--- src/logic/fbl_pkg.sv ---
// package for the host-side block-lock controller of a parallel flash device
// assumes the device follows a command/status protocol on a 16-bit async bus
package fbl_pkg;
	// command codes written on the data bus
	localparam logic [15:0] CMD_LOCK_SETUP    = 16'h0060;
	localparam logic [15:0] CMD_LOCK_CONFIRM  = 16'h0001;
	localparam logic [15:0] CMD_UNLOCK_CONF   = 16'h00D0;
	localparam logic [15:0] CMD_LOCKDOWN_CONF = 16'h002F;
	localparam logic [15:0] CMD_READ_IDENT    = 16'h0090;
	localparam logic [15:0] CMD_READ_ARRAY    = 16'h00FF;
	localparam logic [15:0] CMD_READ_STATUS   = 16'h0070;
	localparam logic [15:0] CMD_CLEAR_STATUS  = 16'h0050;
	localparam logic [15:0] CMD_OTP_SETUP     = 16'h00C0;
	localparam logic [15:0] CMD_SUSPEND       = 16'h00B0;
	localparam logic [15:0] CMD_RESUME        = 16'h00D0;
	// data value that clears the user segment lock bit
	localparam logic [15:0] OTP_USER_LOCK_VAL = 16'hFFFD;
	// offset of block_lock_state inside a block
	localparam logic [21:0] BLOCK_LOCK_STATE_OFS = 22'h000002;
	// block_lock_state field positions
	localparam int BLOCK_LOCKED_BIT   = 0;
	localparam int BLOCK_LOCKDOWN_BIT = 1;
	// status register field positions
	localparam int LOCK_ERROR_STATUS_BIT    = 1;
	localparam int PROGRAM_ERROR_STATUS_BIT = 4;
	localparam int ERASE_ERROR_STATUS_BIT   = 5;
	localparam int READY_STATUS_BIT         = 7;
	// bus cycle timing, in ns and in clock cycles at 100 MHz
	localparam int CLK_PERIOD_NS   = 10;
	localparam int STROBE_NS       = 70;
	localparam int STROBE_CYCLES   = (STROBE_NS + CLK_PERIOD_NS - 1) / CLK_PERIOD_NS;
	localparam int GAP_NS          = 20;
	localparam int GAP_CYCLES      = (GAP_NS + CLK_PERIOD_NS - 1) / CLK_PERIOD_NS;
	// user operation codes
	typedef enum logic [2:0] {
		OP_LOCK     = 3'h0,
		OP_UNLOCK   = 3'h1,
		OP_LOCKDOWN = 3'h2,
		OP_READ_LS  = 3'h3,
		OP_OTP_PROG = 3'h4,
		OP_OTP_READ = 3'h5,
		OP_RAW_CMD  = 3'h6,
		OP_STATUS   = 3'h7
	} fbl_op_t;
endpackage : fbl_pkg

--- src/logic/fbl_host.sv ---
// host-side controller driving a flash device's locking and OTP commands
// assumes async 16-bit flash pins; device sits outside the i_clock domain
//
// Function
// state is wp level, lockdown, locked bits
// after reset all blocks read locked
// locked block program/erase sets lock error
// lock: 60h then 01h to block
// unlock: 60h then D0h to block
// lockdown: 60h then 2Fh to block
// reset returns every block to locked
// wp low: lockdown blocks refuse changes
// wp high: lockdown enforcement disabled
// wp falling restores lockdown blocks
// 90h then read base+2 gives lock bits
// no command clears the lockdown bit
// locking allowed during erase suspend
// no locking during program suspend
// bad confirm sets program and erase errors
// lock error persists through resumed erase
// protection register 128 bits, two halves
// OTP read in ident mode, exit FFh
// OTP program: C0h then address/data
// locked OTP program sets program+lock errors
// user OTP locked by writing FFFDh
// locked OTP segment never changes again
// locked-block hit aborts, status mode
// status bit 7 one means ready
// confirm address selects target block
`timescale 1ns/1ps
`default_nettype none
module fbl_host (
	// clock and reset
	input  wire logic        i_clock,
	input  wire logic        i_sys_rst,
	input  wire logic        i_clk_en,
	// user request
	input  wire logic        i_req_valid,
	output logic             o_req_ready,
	input  wire logic [2:0]  i_req_op,
	input  wire logic [21:0] i_req_addr,
	input  wire logic [15:0] i_req_data,
	input  wire logic        i_prog_suspended,
	// user answer
	output logic             o_rsp_valid,
	output logic [15:0]      o_rsp_data,
	output logic             o_rsp_locked,
	output logic             o_rsp_lockdown,
	output logic             o_rsp_refused,
	// flash pins
	output logic [21:0]      o_flash_addr,
	input  wire logic [15:0] i_flash_dq,
	output logic [15:0]      o_flash_dq,
	output logic             o_flash_dq_oe,
	output logic             o_flash_ce_n,
	output logic             o_flash_oe_n,
	output logic             o_flash_we_n
);
	//////////////////////////////////////////////////////////////////////////////
	// states, one-hot
	typedef enum logic [5:0] {
		ST_IDLE  = 6'b000001,
		ST_WSTB  = 6'b000010,
		ST_WGAP  = 6'b000100,
		ST_RSTB  = 6'b001000,
		ST_RGAP  = 6'b010000,
		ST_DONE  = 6'b100000
	} fbl_state_t;

	// whole module state
	typedef struct packed {
		fbl_state_t  st;
		logic [2:0]  op;
		logic [1:0]  step;     // which bus cycle of the sequence
		logic [3:0]  cnt;      // strobe/gap timer
		logic [21:0] addr;
		logic [15:0] data;
		logic [21:0] pin_addr;
		logic [15:0] pin_dq;
		logic        dq_oe;
		logic        ce_n;
		logic        oe_n;
		logic        we_n;
		logic [15:0] rsp;
		logic        rsp_v;
		logic        refused;
		logic [15:0] sync1;    // first synchroniser stage
		logic [15:0] sync2;
	} fbl_regs_t;

	fbl_regs_t r;
	fbl_regs_t next_r;

	//////////////////////////////////////////////////////////////////////////////
	// index of the last bus cycle in each operation, last cycle always a read or a write
	function automatic logic [1:0] last_step(input logic [2:0] op);
		case (op)
			fbl_pkg::OP_LOCK, fbl_pkg::OP_UNLOCK, fbl_pkg::OP_LOCKDOWN: last_step = 2'h1;
			fbl_pkg::OP_READ_LS, fbl_pkg::OP_OTP_READ:                  last_step = 2'h2;
			fbl_pkg::OP_OTP_PROG:                                       last_step = 2'h2;
			fbl_pkg::OP_RAW_CMD:                                        last_step = 2'h0; // one write only
			default:                                                    last_step = 2'h1;
		endcase
	endfunction : last_step

	// is the given step a read cycle
	function automatic logic is_read(input logic [2:0] op, input logic [1:0] step);
		case (op)
			fbl_pkg::OP_READ_LS, fbl_pkg::OP_OTP_READ: is_read = (step == 2'h1);
			fbl_pkg::OP_OTP_PROG, fbl_pkg::OP_STATUS:  is_read = (step == last_step(op) - 2'h1) ? 1'b0 :
			                                                      (step == last_step(op));
			default:                                   is_read = 1'b0;
		endcase
	endfunction : is_read

	//////////////////////////////////////////////////////////////////////////////
	// address and data driven on each step
	logic [21:0] cyc_addr;
	logic [15:0] cyc_data;
	always_comb begin
		cyc_addr = r.addr;   // confirm address picks the block, see
		cyc_data = fbl_pkg::CMD_READ_ARRAY;
		case (r.op)
			fbl_pkg::OP_LOCK: begin
				cyc_data = (r.step == 2'h0) ? fbl_pkg::CMD_LOCK_SETUP : fbl_pkg::CMD_LOCK_CONFIRM;
			end
			fbl_pkg::OP_UNLOCK: begin
				cyc_data = (r.step == 2'h0) ? fbl_pkg::CMD_LOCK_SETUP : fbl_pkg::CMD_UNLOCK_CONF;
			end
			fbl_pkg::OP_LOCKDOWN: begin
				cyc_data = (r.step == 2'h0) ? fbl_pkg::CMD_LOCK_SETUP : fbl_pkg::CMD_LOCKDOWN_CONF;
			end
			fbl_pkg::OP_READ_LS: begin
				// ident mode, read block base + 2, then back to array, see
				cyc_data = (r.step == 2'h0) ? fbl_pkg::CMD_READ_IDENT : fbl_pkg::CMD_READ_ARRAY;
				if (r.step == 2'h1) begin
					cyc_addr = r.addr + fbl_pkg::BLOCK_LOCK_STATE_OFS;
				end
			end
			fbl_pkg::OP_OTP_READ: begin
				// ident mode read, exit with read array, see
				cyc_data = (r.step == 2'h0) ? fbl_pkg::CMD_READ_IDENT : fbl_pkg::CMD_READ_ARRAY;
			end
			fbl_pkg::OP_OTP_PROG: begin
				// setup then latched address/data, status read last, see
				cyc_data = (r.step == 2'h0) ? fbl_pkg::CMD_OTP_SETUP : r.data;
			end
			fbl_pkg::OP_STATUS: begin
				cyc_data = fbl_pkg::CMD_READ_STATUS;
			end
			default: begin
				cyc_data = r.data;   // raw command, e.g. suspend/resume/clear
			end
		endcase
	end

	// lock commands are refused while a program is suspended, see
	logic lock_op;
	assign lock_op = (i_req_op == fbl_pkg::OP_LOCK) || (i_req_op == fbl_pkg::OP_UNLOCK) ||
	                 (i_req_op == fbl_pkg::OP_LOCKDOWN);

	//////////////////////////////////////////////////////////////////////////////
	// next-state logic
	always_comb begin
		next_r       = r;
		next_r.rsp_v = 1'b0;
		next_r.sync1 = i_flash_dq;
		next_r.sync2 = r.sync1;
		case (r.st)
			ST_IDLE: begin
				if (i_req_valid) begin
					next_r.op      = i_req_op;
					next_r.addr    = i_req_addr;
					next_r.data    = i_req_data;
					next_r.step    = 2'h0;
					next_r.refused = lock_op && i_prog_suspended;
					next_r.st      = (lock_op && i_prog_suspended) ? ST_DONE : ST_WSTB;
					next_r.cnt     = 4'(fbl_pkg::STROBE_CYCLES);
				end
			end
			ST_WSTB, ST_RSTB: begin
				// hold the strobe low for the access time
				next_r.ce_n     = 1'b0;
				next_r.pin_addr = cyc_addr;
				next_r.pin_dq   = cyc_data;
				next_r.dq_oe    = (r.st == ST_WSTB);
				next_r.we_n     = (r.st != ST_WSTB);
				next_r.oe_n     = (r.st == ST_WSTB);
				if (r.cnt == 4'h0) begin
					next_r.st   = (r.st == ST_WSTB) ? ST_WGAP : ST_RGAP;
					next_r.ce_n = 1'b1;
					next_r.we_n = 1'b1;
					next_r.oe_n = 1'b1;
					next_r.cnt  = 4'(fbl_pkg::GAP_CYCLES + 2);  // gap also covers the synchroniser
				end else begin
					next_r.cnt = r.cnt - 4'h1;
				end
			end
			ST_WGAP, ST_RGAP: begin
				next_r.dq_oe = 1'b0;
				// first gap cycle: sync2 still holds a value taken inside the strobe,
				// two cycles later it would show the released bus
				if (r.st == ST_RGAP && r.cnt == 4'(fbl_pkg::GAP_CYCLES + 2)) begin
					next_r.rsp = r.sync2;    // sampled after two flip-flops
				end
				if (r.cnt == 4'h0) begin
					next_r.cnt = 4'(fbl_pkg::STROBE_CYCLES);
					if (r.step == last_step(r.op)) begin
						next_r.st = ST_DONE;
					end else begin
						next_r.step = r.step + 2'h1;
						// a read step gets its own strobe state, never a stray write pulse
						next_r.st   = is_read(r.op, r.step + 2'h1) ? ST_RSTB : ST_WSTB;
					end
				end else begin
					next_r.cnt = r.cnt - 4'h1;
				end
			end
			ST_DONE: begin
				next_r.rsp_v = 1'b1;
				next_r.st    = ST_IDLE;
			end
			default: begin
				next_r.st = ST_IDLE;
			end
		endcase
	end

	//////////////////////////////////////////////////////////////////////////////
	// single state register, frozen while clock enable is low
	always_ff @(posedge i_clock) begin
		if (i_sys_rst) begin
			r          <= '0;
			r.st       <= ST_IDLE;
			r.ce_n     <= 1'b1;
			r.oe_n     <= 1'b1;
			r.we_n     <= 1'b1;
		end else if (i_clk_en) begin
			r <= next_r;
		end
	end

	//////////////////////////////////////////////////////////////////////////////
	// outputs
	assign o_req_ready    = (r.st == ST_IDLE);
	assign o_rsp_valid    = r.rsp_v;
	assign o_rsp_data     = r.rsp;
	assign o_rsp_locked   = r.rsp[fbl_pkg::BLOCK_LOCKED_BIT];
	assign o_rsp_lockdown = r.rsp[fbl_pkg::BLOCK_LOCKDOWN_BIT];
	assign o_rsp_refused  = r.refused;
	assign o_flash_addr   = r.pin_addr;
	assign o_flash_dq     = r.pin_dq;
	assign o_flash_dq_oe  = r.dq_oe;
	assign o_flash_ce_n   = r.ce_n;
	assign o_flash_oe_n   = r.oe_n;
	assign o_flash_we_n   = r.we_n;
endmodule : fbl_host
`default_nettype wire

--- config.mk ---
export PLATFORM = sky130hd
export DESIGN_NAME = fbl_host
export DESIGN_NICKNAME = d
export VERILOG_FILES = /design/src/logic/fbl_pkg.sv /design/src/logic/fbl_host.sv
export SDC_FILE = /design/constraint.sdc
export NUM_CORES = 1
export LEC_CHECK = 0
export BUFFER_PORTS_ARGS = -buffer_cell sky130_fd_sc_hd__buf_2
export CORE_ASPECT_RATIO = 0.5
export CORE_MARGIN = 5
export CORE_UTILIZATION = 45
export DETAILED_ROUTE_END_ITERATION = 8
export GPL_TIMING_DRIVEN = 0
export PLACE_DENSITY = 0.67
export SETUP_SLACK_MARGIN = 0.2
export SYNTH_ARGS = -nofsm -noshare
export SYNTH_HDL_FRONTEND = slang
export SYNTH_SLANG_ARGS = --single-unit
export TNS_END_PERCENT = 1
--- constraint.sdc ---
create_clock -name i_clock -period 3.8 [get_ports i_clock]
set_input_delay 0.38 -clock i_clock [delete_from_list [all_inputs] [get_ports i_clock]]
set_output_delay 0.38 -clock i_clock [all_outputs]
set_load 0.01 [all_outputs]
==> run metrics <==
DRT met1 WL 7870 um; required time of the critical path 4120 ps; clk buf depth 2; final hold violations 0; placed insts 1093; drt initial violations 309; EDFF count, synth 0; # DRC 0; Pwr per Cell Area 439 nW/um2; synthesized flop and latch total 145; Layout Cells excl Fill 1125; PnR worst setup slack 1640 ps; Mapped Area 6580 um2; Setup Skew 16.3 ps; Startpoint Class flip-flop; routed wire length per instance 14.7 um; final setup fails 0; CTS root buf clkbuf_16; largest net degree at the start of global routing 17; die area 17300 um2; area grow syn2layout 21.9%; pre-CTS setup slack 1670 ps; crit path time final 2160 ps; library cells used by synthesis 58; Vias 5681; Mean Syn Cell Area 8.53 um2; number of port buffers 123; crit-path max FO 9; Lkg Pwr 0.00353 uW; crit path capture type flip-flop; Fillers 1372; switching share of power 26.1%; post-cts gate resize count 0; RSZ-0062 raised after global routing no; Die W 181 um; fin nets 980; cts bufs inserted 17; main flop type after synthesis dfxtp_1; Hold WC Path Type in -> reg; grt ovf 0; headroom to the max-slew limit 51.1%; Placer Congestion 0.882; setup_tns 0 ps; Int Pwr 2610 uW; Total Routing Usage GR 19.0%; H-tree depth 4; first drt pass iteration count 5; Clock Sinks 145; Final Util 55.8%; Reg area 2900 um2; top routing layer in use met4; Ys Warns 0; Post-CTS Setup Inserts 0; vias in the first global route 5485; Multi-input gate area 2970 um2; Max Clk Rate 0.463 GHz; Die Y 95.5 um; logic gate share of total power 8.0%; initial cell density of the core 45.8%; Clk network pwr share 46.4%; Arr. time, crit path 2480 ps; IO Count 125; syn nets 838; met3 wire len 871 um; core footprint 14400 um2; # rows 31; Final ANT Viol Nets 0; # diodes 0; CTS clk-pin slew, worst paths 70 ps; switching pwr 920 uW; status finished, final reports clean; max_cap viols 0; CTS tree yes; final wirelength 16600 um; VDD IR-drop max 0.000334 V; Flop pwr share 45.6%; kind of critical path reg -> reg; initial antenna violation count 0; met2 routed WL 7660 um; sequential area share after synthesis 44.1%; FFs w/ async S/R, synth 0%; latest clock arrival within the worst-skew pair 420 ps; Vias per Instance 5.05; share of post-route cells with drive strength above 1 25.6%; first-pass GRT wire length 26900 um; Tightest Pin Transition 727 ps; cell count after synthesis 772; max-slew violations 0; # hold bufs at CTS 0; Tcrit/Tclk final 56.8%; Detail Placement HPWL 12100 um
==> per-stage QoR <==
stage               power, uW  area (um2)  hold slack, ps
global route             3650        8020             198
detailed placement       1920        7450             446
global placement         1920        7450             442
CTS                      3550        8020             185
finish                   3530        8020             190
floorplan                1820        6580             432
==> layout make-up <==
type	count	area share, %
plain buffers	108	8.31
flip-flops and latches	145	36.2
well taps	198	3.09
clock inverters	14	1.84
repair buffers	123	7.67
clock buffers	18	5.35
inverters	11	0.515
multi-input cells	508	37.0
==> layer usage <==
metal | GRT usage (%) | vias to the layer above
met2 | 32.4 | 123
met5 | 0 | -
met1 | 24.8 | 2656
li1 | - | 2884
met3 | 4.61 | 18
met4 | 4.31 | 0
==> synth_stat cells (all sizes together) (11+ instances only) <==
cell,instances,area (um2)
dfxtp,145,2900
nand2,113,424
nor2,89,334
buf,77,551
a21oi,66,330
mux2i,50,500
clkbuf,31,116
a211oi,25,188
nand3,23,115
xor2,15,131
o21ai,13,65.1
inv,11,41.3
nand2b,11,68.8
==> state kept, by name (all words and copies together), names as in the netlist <==
register	count
r	69
o_flash_addr	22
next_r	16
o_flash_dq	16
o_rsp_data	16
o_flash_ce_n	1
o_flash_dq_oe	1
o_flash_oe_n	1
o_flash_we_n	1
o_rsp_refused	1
o_rsp_valid	1
==> kinds of logic (layout without fill, tap and decap cells) <==
kind of cell	count (synthesis)	in the layout	share of synthesized area [%]
DFF	145	145	44.1
and+or+nand+nor	293	293	20.7
AOI/OAI and AO/OA	139	139	13.1
adders and majority gates	4	4	0.760
buffers and inverters	119	274	10.8
xor gates and xnor gates	21	21	2.79
muxes	51	51	7.77
==> cells in the final DEF (no fill, tap or decap), types with 4 or more instances in the layout <==
cell / n
mux2i_1: 50
a31oi_1: 6
clkbuf_16: 17
ha_1: 4
buf_6: 4
o211ai_1: 4
inv_1: 11
nand2b_1: 11
buf_2: 137
or3_1: 5
nand4_1: 10
nor2_1: 89
nor3_1: 7
nand3_1: 23
inv_6: 6
a21oi_1: 66
a211oi_1: 25
buf_4: 57
clkbuf_1: 32
a311oi_1: 4
dfxtp_1: 145
xor2_1: 15
nand2_1: 113
o21ai_0: 13
and3_1: 8
xnor2_1: 6
==> worst max-delay path, cell delays in order (launching register included) <==
cell,delay (ps)
dfxtp_1,470
ha_1,190
and4b_1,230
buf_4,150
and4_1,190
buf_4,170
nand3_1,100
or3_1,320
a311oi_1,240
==> final timing paths <==
path,start,to,slack (ps),depth (start not counted)
setup / recovery,r[134],o_flash_addr[20],1640,8
hold / removal,i_req_addr[7],r[115],190,3
setup reg to reg,r[134],o_flash_addr[20],1640,8
hold reg to reg,r[108],o_flash_addr[0],450,2
==> power groups by stage <==
stage / Clock, uW / Combinational [uW] / Sequential [uW]
after global placement: 0 / 277 / 1640
after CTS: 1660 / 284 / 1610
final: 1640 / 283 / 1610
after global routing: 1720 / 315 / 1610
after detailed placement: 0 / 283 / 1640
after floorplan: 0 / 189 / 1630
Note: power is estimated with default switching activity, not from simulation.
